### src/shared/auto_wake_map.svh
// register offsets, field positions, reset values and counts of the wakeup unit
`ifndef AUTO_WAKE_MAP_SVH
`define AUTO_WAKE_MAP_SVH

// ----------------------------------------------------------------
// register offsets
// ----------------------------------------------------------------
`define PORT_A_ADDR 8'h00
`define KBD_SCR_ADDR 8'h1a
`define KBD_IER_ADDR 8'h1b
`define CONFIG_TWO_ADDR 8'h1e
`define CONFIG_ONE_ADDR 8'h1f

// ----------------------------------------------------------------
// field positions
// ----------------------------------------------------------------
`define LATCH_BIT 6
`define KEYF_BIT 3
`define ACK_BIT 2
`define MASK_BIT 1
`define IRQ_EN_BIT 6
`define PERIOD_SEL_BIT 7
`define OSC_STOP_BIT 1

// ----------------------------------------------------------------
// reset values
// ----------------------------------------------------------------
`define PERIOD_SEL_RESET 1'b0
`define OSC_STOP_RESET 1'b0
`define IRQ_EN_RESET 1'b0
`define MASK_RESET 1'b0

// ----------------------------------------------------------------
// wakeup periods, in wakeup clock cycles
// ----------------------------------------------------------------
`define SHORT_PERIOD 512
`define LONG_PERIOD 16384

`endif

### src/shared/auto_wake_pkg.sv
// types shared by the wakeup unit files
package auto_wake_pkg;

  // ----------------------------------------------------------------
  // register port request
  // ----------------------------------------------------------------
  typedef struct packed {
    logic [7:0] addr;
    logic [7:0] wdata;
    logic wr;
    logic rd;
  } reg_req_type;

  // ----------------------------------------------------------------
  // operating mode of the microcontroller
  // ----------------------------------------------------------------
  typedef enum logic [1:0] {
    MODE_RUN = 2'b00,
    MODE_WAIT = 2'b01,
    MODE_STOP = 2'b10
  } mode_type;

endpackage

### src/verilog/auto_wake_unit.sv
// stop-mode periodic wakeup generator with its keyboard interrupt registers
//
// Decided for this implementation: the address-and-strobe port and the placing of the registers.
`timescale 1ns/1ps
`default_nettype none

`include "auto_wake_map.svh"

module auto_wake_unit #(
  parameter int SHORT_PERIOD = `SHORT_PERIOD,
  parameter int LONG_PERIOD = `LONG_PERIOD
) (
  input wire logic clock,
  input wire logic rst,
  input wire auto_wake_pkg::reg_req_type bus,
  output logic [7:0] rdata,
  input wire logic stop_mode,
  input wire logic wait_mode,
  input wire logic wakeup_rc_osc,
  input wire logic double_bus_clock,
  output logic wakeup_request_input,
  output logic wakeup_latch,
  output logic kbd_irq,
  output logic stop_wake,
  output logic rc_osc_enable,
  output logic bus_clk_stop_enable
);

  import auto_wake_pkg::*;

  localparam int CNT_W = $clog2(LONG_PERIOD);

  mode_type mode;
  mode_type next_mode;
  logic active;
  logic rc_tick;
  logic bus_tick;
  logic tick;
  logic [CNT_W-1:0] counter;
  logic [CNT_W-1:0] last_count;
  logic period_select;
  logic osc_run_in_stop;
  logic config_one_done;
  logic config_two_done;
  logic wakeup_irq_enable;
  logic kbd_irq_mask;
  logic kbd_ack;
  logic [5:0] port_a_bits;

  // ----------------------------------------------------------------
  // helpers
  // ----------------------------------------------------------------
  function automatic logic is_write(reg_req_type r, logic [7:0] a);
    return r.wr && (r.addr == a);
  endfunction

  function automatic logic [CNT_W-1:0] terminal(logic short_sel);
    if (short_sel) begin
      return CNT_W'(SHORT_PERIOD - 1);
    end
    return CNT_W'(LONG_PERIOD - 1);
  endfunction

  // ----------------------------------------------------------------
  // operating mode
  // ----------------------------------------------------------------
  always_comb begin
    next_mode = MODE_RUN;
    if (wait_mode) begin
      next_mode = MODE_WAIT;
    end else if (stop_mode) begin
      next_mode = MODE_STOP;
    end
  end

  always_ff @(posedge clock) begin
    if (rst) begin
      mode <= MODE_RUN;
    end else begin
      mode <= next_mode;
    end
  end

  // wait mode leaves the unit as idle as normal run
  always_comb begin
    unique case (mode)
      MODE_RUN: active = 1'b0;
      MODE_WAIT: active = 1'b0;
      MODE_STOP: active = 1'b1;
      default: active = 1'b0;
    endcase
  end

  // ----------------------------------------------------------------
  // clock sources
  // ----------------------------------------------------------------
  pin_rise_sync rc_sync (
    .clock(clock),
    .rst(rst),
    .pin(wakeup_rc_osc),
    .rise(rc_tick)
  );

  pin_rise_sync bus_sync (
    .clock(clock),
    .rst(rst),
    .pin(double_bus_clock),
    .rise(bus_tick)
  );

  assign tick = osc_run_in_stop ? bus_tick : rc_tick;
  assign last_count = terminal(period_select);

  // sources only run in stop; the rc one only when the bus clock is off
  always_ff @(posedge clock) begin
    if (rst) begin
      rc_osc_enable <= 1'b0;
      bus_clk_stop_enable <= 1'b0;
    end else begin
      rc_osc_enable <= active && !osc_run_in_stop;
      bus_clk_stop_enable <= active && osc_run_in_stop;
    end
  end

  // ----------------------------------------------------------------
  // request generator
  // ----------------------------------------------------------------
  // held at zero outside stop, so each entry starts afresh
  always_ff @(posedge clock) begin
    if (rst || !active) begin
      counter <= '0;
    end else if (tick) begin
      if (counter >= last_count) begin
        counter <= '0;
      end else begin
        counter <= counter + 1'b1;
      end
    end
  end

  always_ff @(posedge clock) begin
    if (rst) begin
      wakeup_request_input <= 1'b0;
    end else begin
      wakeup_request_input <= active && tick && (counter >= last_count);
    end
  end

  // ----------------------------------------------------------------
  // configuration registers
  // ----------------------------------------------------------------
  // written once after each reset; later writes are dropped
  always_ff @(posedge clock) begin
    if (rst) begin
      period_select <= `PERIOD_SEL_RESET;
      config_one_done <= 1'b0;
    end else if (is_write(bus, `CONFIG_ONE_ADDR) && !config_one_done) begin
      period_select <= bus.wdata[`PERIOD_SEL_BIT];
      config_one_done <= 1'b1;
    end
  end

  always_ff @(posedge clock) begin
    if (rst) begin
      osc_run_in_stop <= `OSC_STOP_RESET;
      config_two_done <= 1'b0;
    end else if (is_write(bus, `CONFIG_TWO_ADDR) && !config_two_done) begin
      osc_run_in_stop <= bus.wdata[`OSC_STOP_BIT];
      config_two_done <= 1'b1;
    end
  end

  // ----------------------------------------------------------------
  // keyboard interrupt registers
  // ----------------------------------------------------------------
  always_ff @(posedge clock) begin
    if (rst) begin
      wakeup_irq_enable <= `IRQ_EN_RESET;
    end else if (is_write(bus, `KBD_IER_ADDR)) begin
      wakeup_irq_enable <= bus.wdata[`IRQ_EN_BIT];
    end
  end

  always_ff @(posedge clock) begin
    if (rst) begin
      kbd_irq_mask <= `MASK_RESET;
    end else if (is_write(bus, `KBD_SCR_ADDR)) begin
      kbd_irq_mask <= bus.wdata[`MASK_BIT];
    end
  end

  assign kbd_ack = is_write(bus, `KBD_SCR_ADDR) && bus.wdata[`ACK_BIT];

  // port pins live elsewhere; only their data latches are kept here
  always_ff @(posedge clock) begin
    if (rst) begin
      port_a_bits <= 6'h00;
    end else if (is_write(bus, `PORT_A_ADDR)) begin
      port_a_bits <= bus.wdata[5:0];
    end
  end

  // ----------------------------------------------------------------
  // wakeup latch
  // ----------------------------------------------------------------
  // a request in the acknowledge cycle wins, so none is lost
  always_ff @(posedge clock) begin
    if (rst) begin
      wakeup_latch <= 1'b0;
    end else if (wakeup_request_input && wakeup_irq_enable) begin
      wakeup_latch <= 1'b1;
    end else if (kbd_ack) begin
      wakeup_latch <= 1'b0;
    end
  end

  // shared keyboard vector request and stop exit
  always_ff @(posedge clock) begin
    if (rst) begin
      kbd_irq <= 1'b0;
      stop_wake <= 1'b0;
    end else begin
      kbd_irq <= wakeup_latch && !kbd_irq_mask;
      stop_wake <= wakeup_latch && !kbd_irq_mask && active;
    end
  end

  // ----------------------------------------------------------------
  // read data
  // ----------------------------------------------------------------
  always_ff @(posedge clock) begin
    if (rst) begin
      rdata <= 8'h00;
    end else if (bus.rd) begin
      unique case (bus.addr)
        `PORT_A_ADDR: rdata <= {1'b0, wakeup_latch, port_a_bits};
        `KBD_SCR_ADDR: rdata <= {4'h0, wakeup_latch, 1'b0,
                                 kbd_irq_mask, 1'b0};
        `KBD_IER_ADDR: rdata <= {1'b0, wakeup_irq_enable, 6'h00};
        `CONFIG_ONE_ADDR: rdata <= {period_select, 7'h00};
        `CONFIG_TWO_ADDR: rdata <= {6'h00, osc_run_in_stop, 1'b0};
        default: rdata <= 8'h00;
      endcase
    end else begin
      rdata <= 8'h00;
    end
  end
endmodule // auto_wake_unit

`default_nettype wire

### src/verilog/pin_rise_sync.sv
// three-stage pin synchroniser with rising-edge pulse
`timescale 1ns/1ps
`default_nettype none

module pin_rise_sync (
  input wire logic clock,
  input wire logic rst,
  input wire logic pin,
  output logic rise
);

  logic stage_one;
  logic stage_two;
  logic stage_three;
  logic level;

  // ----------------------------------------------------------------
  // synchroniser chain
  // ----------------------------------------------------------------
  always_ff @(posedge clock) begin
    if (rst) begin
      stage_one <= 1'b0;
      stage_two <= 1'b0;
      stage_three <= 1'b0;
    end else begin
      stage_one <= pin;
      stage_two <= stage_one;
      stage_three <= stage_two;
    end
  end

  // ----------------------------------------------------------------
  // accepted level and edge
  // ----------------------------------------------------------------
  // a change counts only once the last two stages agree
  always_ff @(posedge clock) begin
    if (rst) begin
      level <= 1'b0;
      rise <= 1'b0;
    end else begin
      rise <= (stage_two == stage_three) && stage_three && !level;
      if (stage_two == stage_three) begin
        level <= stage_three;
      end
    end
  end

endmodule // pin_rise_sync

`default_nettype wire

### config.mk
export PLATFORM = sky130hd
export DESIGN_NAME = auto_wake_unit
export DESIGN_NICKNAME = d
export VERILOG_FILES = /design/src/shared/auto_wake_pkg.sv /design/src/verilog/auto_wake_unit.sv /design/src/verilog/pin_rise_sync.sv
export VERILOG_INCLUDE_DIRS = /design/src /design/src/shared
export SDC_FILE = /design/constraint.sdc
export NUM_CORES = 1
export LEC_CHECK = 0
export BUFFER_PORTS_ARGS = -buffer_cell sky130_fd_sc_hd__buf_4
export CORE_ASPECT_RATIO = 2
export CORE_UTILIZATION = 55
export CTS_CLUSTER_SIZE = 24
export DETAILED_ROUTE_END_ITERATION = 8
export PLACE_DENSITY_LB_ADDON = 0.12
export SLEW_MARGIN = 20
export SYNTH_ARGS = -nofsm -noshare
export SYNTH_HDL_FRONTEND = slang
export SYNTH_SLANG_ARGS = --single-unit
### constraint.sdc
create_clock -name clock -period 5 [get_ports clock]
set_input_delay 0.5 -clock clock [delete_from_list [all_inputs] [get_ports clock]]
set_output_delay 0.5 -clock clock [all_outputs]
set_load 0.05 [all_outputs]
==> results of run 1 <==
per-layer routing:
metal  up-vias  wire, um  track usage
li1        883         -            -
met1       820      1640        0.236
met2        40      2270        0.387
met3        15       111       0.0382
met4         0       193        0.147
met5         -         0            0
stage by stage:
step,util,worst slack [ns],hold slack [ns]
2_1_floorplan,-,3.26,0.398
3_3_place_gp,0.662,2.68,0.409
3_5_place_dp,0.662,2.67,0.410
4_1_cts,0.687,2.91,0.350
5_1_grt,0.687,2.75,0.363
6_report,0.687,2.89,0.362
state kept, by name, indices dropped and copies added, names as in the netlist, 2 cells and up:
| name | flops |
|---|---|
| counter | 14 |
| mode | 2 |
| port_a_bits | 6 |
| rdata | 8 |
kinds of logic (layout without fill, tap and decap cells):
| kind of cell | Yosys count | count (layout) | synth area share |
|---|---|---|---|
| simple gates | 118 | 118 | 0.301 |
| flops | 52 | 52 | 0.487 |
| compound gates | 29 | 29 | 0.0848 |
| buf+inv | 12 | 47 | 0.0222 |
| fa+ha+maj | 8 | 8 | 0.0468 |
| mux | 7 | 7 | 0.0334 |
| xor+xnor | 6 | 6 | 0.0246 |
cell type report:
cell class                      count  area [um2]
Fill cell                         329        1150
Inverter                            1        3.75
Timing Repair Buffer               38         285
Sequential cell                    52        1040
Clock inverter                      2        16.3
Tap cell                           49        61.3
Multi-Input combinational cell    168        1050
Clock buffer                        6        72.6
synth_stat cells (all sizes together), types with 3 or more instances:
master / count / share of area
or4: 3 / 0.011
nor3b: 6 / 0.023
o21ai: 3 / 0.0088
and3: 10 / 0.029
dfxtp: 52 / 0.49
clkbuf: 8 / 0.014
ha: 8 / 0.047
mux2i: 6 / 0.028
nor3: 4 / 0.012
a31oi: 4 / 0.012
and4: 3 / 0.012
nor2b: 11 / 0.033
a21oi: 13 / 0.030
xnor2: 4 / 0.016
or3: 3 / 0.0088
nand2: 23 / 0.040
buf: 3 / 0.0064
nand3: 19 / 0.044
nor2: 25 / 0.047
power breakdown:
part           switching (mW)  internal [mW]
sequential            0.00126          0.417
combinational          0.0149         0.0165
clock                   0.131         0.0996
total                   0.147          0.533
path summary, 6_finish.rpt:
check                                    start            end  slack, ns  cells past startpoint
worst max-delay path             period_select    counter[12]       2.89                      6
worst min-delay path                 wait_mode        mode[1]       0.36                      2
worst max register to register   period_select    counter[12]       2.89                      6
worst min register to register  bus_sync.level  bus_sync.rise       0.42                      1
==> metrics.md, run 1 <==
| Metric | Value |
|---|---|
| Sequential area share after synthesis | `0.487` |
| VDD IR-drop max | `around 0.28 mV` |
| Cts bufs inserted | `5` |
| Element type at the critical path start | `flip-flop` |
| Port buffer count | `37` |
| DRT Wirelength | `4210 um` |
| Synth warnings | `0` |
| Residual DRC count | `0` |
| Largest net degree at the start of global routing | `31` |
| Period utilization | `0.421` |
| # hold bufs at CTS | `0` |
| Final Max Tran Viols | `0` |
| Die X | `46.1 um` |
| Setup Buffers After CTS | `0` |
| Final setup vio count | `0` |
| Worst Setup End Kind | `flip-flop` |
| Drt wl/cell | `~13 um` |
| CTS Buffer Depth | `2` |
| Hold Vio Cnt, Final | `0` |
| Syn Std Cell Area | `around 2100 um2` |
| Remaining antenna violation count | `0` |
| Die Y | `between 90 and 100 um` |
| Post-cts sizing count | `0` |
| Ant. Diodes | `0` |
| Crit path required time | `around 5.2 ns` |
| Vias in the first global route | `1638` |
| Vias per inst | `around 5.6` |
| CP delay by family, top | `simple AND/OR/NAND/NOR gates` |
| Worst Skew | `0.00504 ns` |
| RSZ-0062 raised after global routing | `false` |
| CTS Root Cell | `clkbuf_8` |
| Layout Nets | `298` |
| Row cnt | `31` |
| Leakage power figure | `about 1.0 nW` |
| Syn_nets | `264` |
| Post-synth EDFFs | `0` |
| Post-layout instance area | `2530 um2` |
| Status | `completed` |
| Final min period | `~2.1 ns` |
| TritonCTS clock tree | `yes` |
| GRT Residual Overflow | `0` |
| P per Cell Area | `roughly 270 nW/um2` |
| CP max stage delay | `approximately 0.52 ns` |
| Ys flop type | `dfxtp_1` |
| DP Cell Count | `about 300` |
| Avg Inst Size Synth | `~9.2 um2` |
| Max Fclk | `475 MHz` |
| Most frequent cells in the layout | `52 x dfxtp_1, 38 x buf_4, 23 x nand2_1, 22 x nor2_1, 19 x nand3_1` |
| Post-DP Area | `approximately 2400 um2` |
| First-pass GRT wire length | `6990 um` |
| Worst relative slew slack | `0.516` |
| Worst-Skew Late Latency | `0.30 ns` |
| Buffers and inverters on the worst path | `0` |
| Most common cell after layout, fill and taps aside | `dfxtp_1` |
| Cells after synthesis | `232` |
| Critical Path, Cell by Cell | `ha_1 > and4_1 > nand4_1 > nand3_1 > or4_1 > a31oi_1` |
| Worst Tran Pin Value | `around 0.72 ns` |
| Worst-path maximum fanout | `7` |
| Critical Path AT | `approximately 2.3 ns` |
| I/O pin count | `38` |
| Initial antenna violation count | `0` |
| Async SR Flop Fraction | `0` |
| H-tree levels | `2` |
| Worst setup path class | `reg -> reg` |
| DIE AREA | `about 4200 um2` |
| Yosys cell types | `42` |
| Hold Path Class | `in -> reg` |
| Synthesis-to-layout area growth | `18.3%` |
| Initial Utilization | `0.580` |
| GPL Wtd Cong | `between 0.8 and 0.9` |
| Total core area | `3680 um2` |
| Maxcap violations | `0` |
| Non-Filler Instances | `~320` |
| Post-Route Setup TNS | `0 ns` |
| Vias | `approximately 1800` |
| Worst path slowest cell | `or4_1` |
| First DRT Iteration DRCs | `38` |
| Total power | `a little under 0.7 mW` |
| Share of layout cells above drive strength 1 | `0.202` |
| TritonRoute pass-1 iters | `4` |
| Clock-pin transition on the worst setup and hold timing paths | `roughly 0.090 ns` |
| Detail Placement HPWL | `3160 um` |
| Register bit total from synthesis | `between 50 and 60` |
| CTS sink cnt | `52` |
| Gr usage total | `0.228` |
(Power assumes the default switching activity.)
==> inputs of run 2 (changes only) <==
CORE_UTILIZATION = 54   (was 55)
clock period = 1.95 ns   (was 5 ns; I/O delays follow)
==> run 2 against run 1 <==
- count of clock-buffer cells in the layout down 1
- clock skew rose by 0.0055 ns
- highest routed layer unchanged
- largest power group unchanged
- combinational power grew to 2.7 times the previous value
- worst setup slack got worse by 2.8 ns
- register-to-register slack got worse by 2.8 ns
- sequential share of layout area down 0.70 points
- routed wire length rose by 10%
==> metrics.md, run 2 (synthesis results as in run 1) <==
| Metric | Value |
|---|---|
| Most common cell after layout, fill and taps aside | `dfxtp_1` |
| Post-Route Setup TNS | `0 ns` |
| Reg2Reg Setup Slack | `0.08 ns` |
| Drt wl/cell | `~14 um` |
| Largest Register | `counter` |
| Setup WS post-layout | `~0.081 ns` |
| Remaining antenna violation count | `0` |
| Period utilization | `0.958` |
| Final Max Tran Viols | `0` |
| Port buffer count | `37` |
| DRT Wirelength | `4650 um` |
| Detail Placement HPWL | `3540 um` |
| Net Sw Power | `0.392 mW` |
| Ant. Diodes | `0` |
| Final setup vio count | `0` |
| TritonRoute pass-1 iters | `4` |
| Die X | `approximately 46 um` |
| Int Pwr | `about 1.4 mW` |
| Hold Path Class | `in -> reg` |
| CTS Root Cell | `clkbuf_8` |
| Logic pwr share | `0.048` |
| Largest net degree at the start of global routing | `29` |
| RSZ-0062 raised after global routing | `false` |
| Sequential power share | `0.613` |
| Gr usage total | `0.254` |
| Worst r2r path cells | `6` |
| Worst-path maximum fanout | `7` |
| Max Fclk | `~540 MHz` |
| Vias per inst | `5.56` |
| Worst setup path class | `reg -> reg` |
| Residual DRC count | `0` |
| Row cnt | `32` |
| Final min period | `approximately 1.9 ns` |
| Initial antenna violation count | `0` |
| Max FFs per register | `14` |
| GRT Residual Overflow | `0` |
| Total power | `about 1.7 mW` |
| Worst Setup End Kind | `flip-flop` |
| Worst Hold Launch | `wait_mode` |
| Leakage power figure | `1.04 nW` |
| GPL Wtd Cong | `about 0.96` |
| First-pass GRT wire length | `7820 um` |
| Critical Path AT | `2.10 ns` |
| Initial Utilization | `0.562` |
| Die Y | `between 90 and 100 um` |
| Worst hold endpoint | `mode[1]` |
| CTS sink cnt | `52` |
| Worst relative slew slack | `0.549` |
| TritonCTS clock tree | `yes` |
| Reg2reg start | `period_select` |
| Status | `completed` |
| Pre-CTS setup slack | `just under 0.02 ns` |
| Cts bufs inserted | `5` |
| Maxcap violations | `0` |
| DIE AREA | `4230 um2` |
| First DRT Iteration DRCs | `46` |
| RR Endpoint | `counter[12]` |
| H-tree levels | `2` |
| Vias | `~1800` |
| Element type at the critical path start | `flip-flop` |
| VDD IR-drop max | `0.831 mV` |
| DP Cell Count | `approximately 320` |
| Most frequent cells in the layout | `50 x dfxtp_1, 45 x buf_4, 23 x nand2_1, 22 x nor2_1, 19 x nand3_1` |
| P per Cell Area | `~680 nW/um2` |
| Total core area | `3800 um2` |
| Crit path required time | `2.18 ns` |
| Worst-Skew Late Latency | `a little over 0.3 ns` |
| Clock-pin transition on the worst setup and hold timing paths | `roughly 0.1 ns` |
| CTS Buffer Depth | `2` |
| Sw Ratio | `0.224` |
| I/O pin count | `38` |
| Synthesis-to-layout area growth | `20.7%` |
| Layout Nets | `305` |
| # hold bufs at CTS | `0` |
| Worst Tran Pin Value | `around 0.67 ns` |
| Non-Filler Instances | `about 320` |
| Share of layout cells above drive strength 1 | `0.231` |
| Largest registers | `counter (14), rdata (8), port_a_bits (6)` |
| Worst Skew | `around 0.010 ns` |
| Vias in the first global route | `around 1800` |
| Clock power frac | `0.339` |
| Worst hold path cell count | `2` |
| Hold Vio Cnt, Final | `0` |
## run 2: changes by cell type in the layout (fill, tap and decap cells not counted), sizes merged
cell,delta
buf,+7
clkbuf,-1
## run 2: repair_timing
action,4_1_cts,5_1_grt
buffers inserted,0,0
resized for setup,1,1
endpoints found under the setup margin,1,2
## run 2: layout make-up
class	count	area, um2
clock inverters	2	12.5
repair buffers	45	338
inverters	1	3.75
flip-flops and latches	52	1040
fillers	352	1220
well taps	51	63.8
multi-input cells	168	1050
clock buffers	5	68.8
## run 2: worst max-delay path, stage by stage (launching register included)
cell and delay (ns):
dfxtp_2 0.37, ha_1 0.32, and4_1 0.23, nand4_1 0.11
nand3_1 0.15, or4_1 0.49, a31oi_1 0.13
## run 2: stage by stage
| step | util | instance area [um2] | hold WS [ns] |
|---|---|---|---|
| after detailed placement | 0.656 | 2500 | 0.370 |
| after CTS | 0.678 | 2580 | 0.0375 |
| after global routing | 0.678 | 2580 | 0.0396 |
| final | 0.678 | 2580 | 0.0396 |
| after floorplan | - | 2140 | 0.271 |
| after global placement | 0.656 | 2500 | 0.367 |
## run 2: power by group through the flow
stage | registers, mW | logic (mW) | clock network [mW]
floorplan | 1.10 | 0.0340 | 0
CTS | 1.07 | 0.0847 | 0.602
global placement | 1.10 | 0.0827 | 0
finish | 1.07 | 0.0839 | 0.592
global route | 1.07 | 0.0919 | 0.655
detailed placement | 1.10 | 0.0846 | 0
## run 2: worst max-delay path by stage
stage	start	endpoint	slack [ns]	depth (start not counted)
global placement	period_select	counter[10]	0.12	6
floorplan	period_select	counter[12]	0.21	6
CTS	counter[11]	counter[12]	0.06	6
finish	period_select	counter[12]	0.08	6
global route	period_select	counter[12]	0.0009	6
detailed placement	period_select	counter[12]	0.02	6
## run 2: routing by layer
layer	track usage	up-vias	share of wire
li1	-	896	-
met1	0.268	838	0.37
met2	0.425	48	0.55
met3	0.0457	19	0.026
met4	0.159	0	0.052
met5	0	-	0
==> inputs of run 3 (changes only) <==
ABC_CLOCK_PERIOD_IN_PS = 1950   (was unset)
CORE_ASPECT_RATIO = 0.8   (was 2)
==> run 3 against run 2 <==
- sequential power about the same
- clock skew down 0.0051 ns
- worst setup slack better by 0.021 ns
- combinational power down 4.4%
- flip-flop and latch count unchanged
- maximum frequency up 1.1%
- first-iteration DRC count up 70%
- design area up 0.78%
- core utilization up 0.53 points
- critical path depth unchanged
- sequential share of layout area down 0.22 points
- highest routed layer unchanged
==> metrics.md, run 3 (synthesis results as in run 1) <==
| Metric | Value |
|---|---|
| Status | `completed` |
| Worst-Skew Late Latency | `around 0.3 ns` |
| Worst setup path class | `reg -> reg` |
| # hold bufs at CTS | `0` |
| Final setup vio count | `0` |
| Largest net degree at the start of global routing | `31` |
| TritonCTS clock tree | `yes` |
| Element type at the critical path start | `flip-flop` |
| Max FFs per register | `14` |
| Initial antenna violation count | `0` |
| Non-Filler Instances | `~320` |
| H-tree levels | `2` |
| DIE AREA | `roughly 4200 um2` |
| Die Y | `~58 um` |
| I/O pin count | `38` |
| Layout Nets | `300` |
| Most common cell after layout, fill and taps aside | `dfxtp_1` |
| Vias in the first global route | `about 1500` |
| Critical Path End | `counter[10]` |
| Maxcap violations | `0` |
| Reg2Reg Setup Slack | `0.10 ns` |
| CTS Root Cell | `clkbuf_8` |
| Share of layout cells above drive strength 1 | `0.223` |
| TritonRoute pass-1 iters | `4` |
| Final min period | `1.85 ns` |
| Largest registers | `counter (14), rdata (8), port_a_bits (6)` |
| Worst Setup End Kind | `flip-flop` |
| Most frequent cells in the layout | `50 x dfxtp_1, 40 x buf_4, 23 x nand2_1, 22 x nor2_1, 18 x nand3_1` |
| Setup WS post-layout | `0.102 ns` |
| Max Fclk | `541 MHz` |
| Pre-CTS setup slack | `0.00214 ns` |
| DP Cell Count | `roughly 320` |
| CTS sink cnt | `52` |
| Utilization after layout | `0.684` |
| Leakage power figure | `between 1 and 1.5 nW` |
| RR Endpoint | `counter[10]` |
| VDD IR-drop max | `between 0.4 and 0.5 mV` |
| Gr usage total | `0.202` |
| GPL Wtd Cong | `~0.85` |
| Total core area | `3800 um2` |
| Largest Register | `counter` |
| Detail Placement HPWL | `2890 um` |
| Synthesis-to-layout area growth | `21.6%` |
| Worst Tran Pin Value | `around 0.58 ns` |
| Crit path required time | `between 2 and 2.5 ns` |
| Post-DP Area | `2460 um2` |
| Cts bufs inserted | `5` |
| DRT Wirelength | `around 4000 um` |
| Crit path launch | `counter[12]` |
| Port buffer count | `37` |
| Residual DRC count | `0` |
| Critical Path AT | `approximately 2.1 ns` |
| First-pass GRT wire length | `approximately 6500 um` |
| P per Cell Area | `745 nW/um2` |
| Post-Route Setup TNS | `0 ns` |
| CTS Buffer Depth | `2` |
| Vias per inst | `around 5.3` |
| Row cnt | `20` |
| Ant. Diodes | `0` |
| Drt wl/cell | `between 10 and 15 um` |
| Worst relative slew slack | `0.613` |
| Worst r2r path cells | `6` |
| RSZ-0062 raised after global routing | `false` |
| Hold Vio Cnt, Final | `0` |
| Final Max Tran Viols | `0` |
| Post-layout instance area | `~2600 um2` |
| Reg2reg start | `counter[12]` |
| GRT Residual Overflow | `0` |
| Worst-path maximum fanout | `5` |
| Vias | `roughly 1700` |
| Clock-pin transition on the worst setup and hold timing paths | `approximately 0.09 ns` |
| Die X | `about 72 um` |
| Remaining antenna violation count | `0` |
| Period utilization | `0.948` |
| Hold Path Class | `in -> reg` |
| First DRT Iteration DRCs | `78` |
| Worst Skew | `around 0.0054 ns` |
| Initial Utilization | `0.562` |
## run 3: changes by cell type in the layout (fill, tap and decap cells not counted), sizes merged
cell      previous run  this run
buf                 45        40
clkbuf               5         7
bufinv               0         1
clkinv               1         0
clkinvlp             1         0
## run 3: area by class of cell
type | count | area (um2)
multi-input cells | 168 | 1050
flip-flops and latches | 52 | 1050
inverters | 1 | 3.75
clock inverters | 1 | 30.0
well taps | 55 | 68.8
clock buffers | 7 | 96.3
fillers | 337 | 1200
repair buffers | 40 | 300
## run 3: timing repair
action,in CTS,in global routing
cloned,0,0
resized for setup,1,3
endpoints found under the setup margin,2,2
endpoints found under the hold margin,0,0
buffers inserted,0,0
## run 3: routing by layer
| metal | vias to the layer above | share of wire | track usage |
|---|---|---|---|
| met2 | 50 | 0.40 | 0.290 |
| li1 | 889 | - | - |
| met4 | 0 | 0.0045 | 0.0504 |
| met5 | - | 0 | 0 |
| met3 | 2 | 0.067 | 0.0730 |
| met1 | 762 | 0.52 | 0.288 |
## run 3: per-stage QoR
stage | power, mW | hold slack [ns]
3_5_place_dp | 1.18 | 0.366
6_report | 1.94 | 0.0519
5_1_grt | 2.01 | 0.0361
3_3_place_gp | 1.18 | 0.364
2_1_floorplan | 1.13 | 0.271
4_1_cts | 1.96 | 0.0398
## run 3: worst min-delay path by stage
stage | start | endpoint | slack, ns | depth (start not counted)
2_1_floorplan | wait_mode | mode[1] | 0.27 | 1
3_3_place_gp | wait_mode | mode[1] | 0.36 | 2
3_5_place_dp | wait_mode | mode[1] | 0.37 | 2
4_1_cts | wait_mode | mode[1] | 0.04 | 2
5_1_grt | wait_mode | mode[1] | 0.04 | 2
6_report | wait_mode | mode[1] | 0.05 | 2
## run 3: worst max-delay path, cell delays in order (launching register included)
cell and delay, ns:
dfxtp_1 0.36, ha_1 0.32, and4_1 0.23, nand4_1 0.13, nand3_2 0.13, or4_1 0.48
a31oi_1 0.14
## run 3: where the power goes
| part | internal [mW] | total [mW] | switching [mW] |
|---|---|---|---|
| Sequential | 1.07 | 1.07 | 0.00330 |
| Combinational | 0.0423 | 0.0802 | 0.0380 |
| Clock | 0.453 | 0.787 | 0.334 |
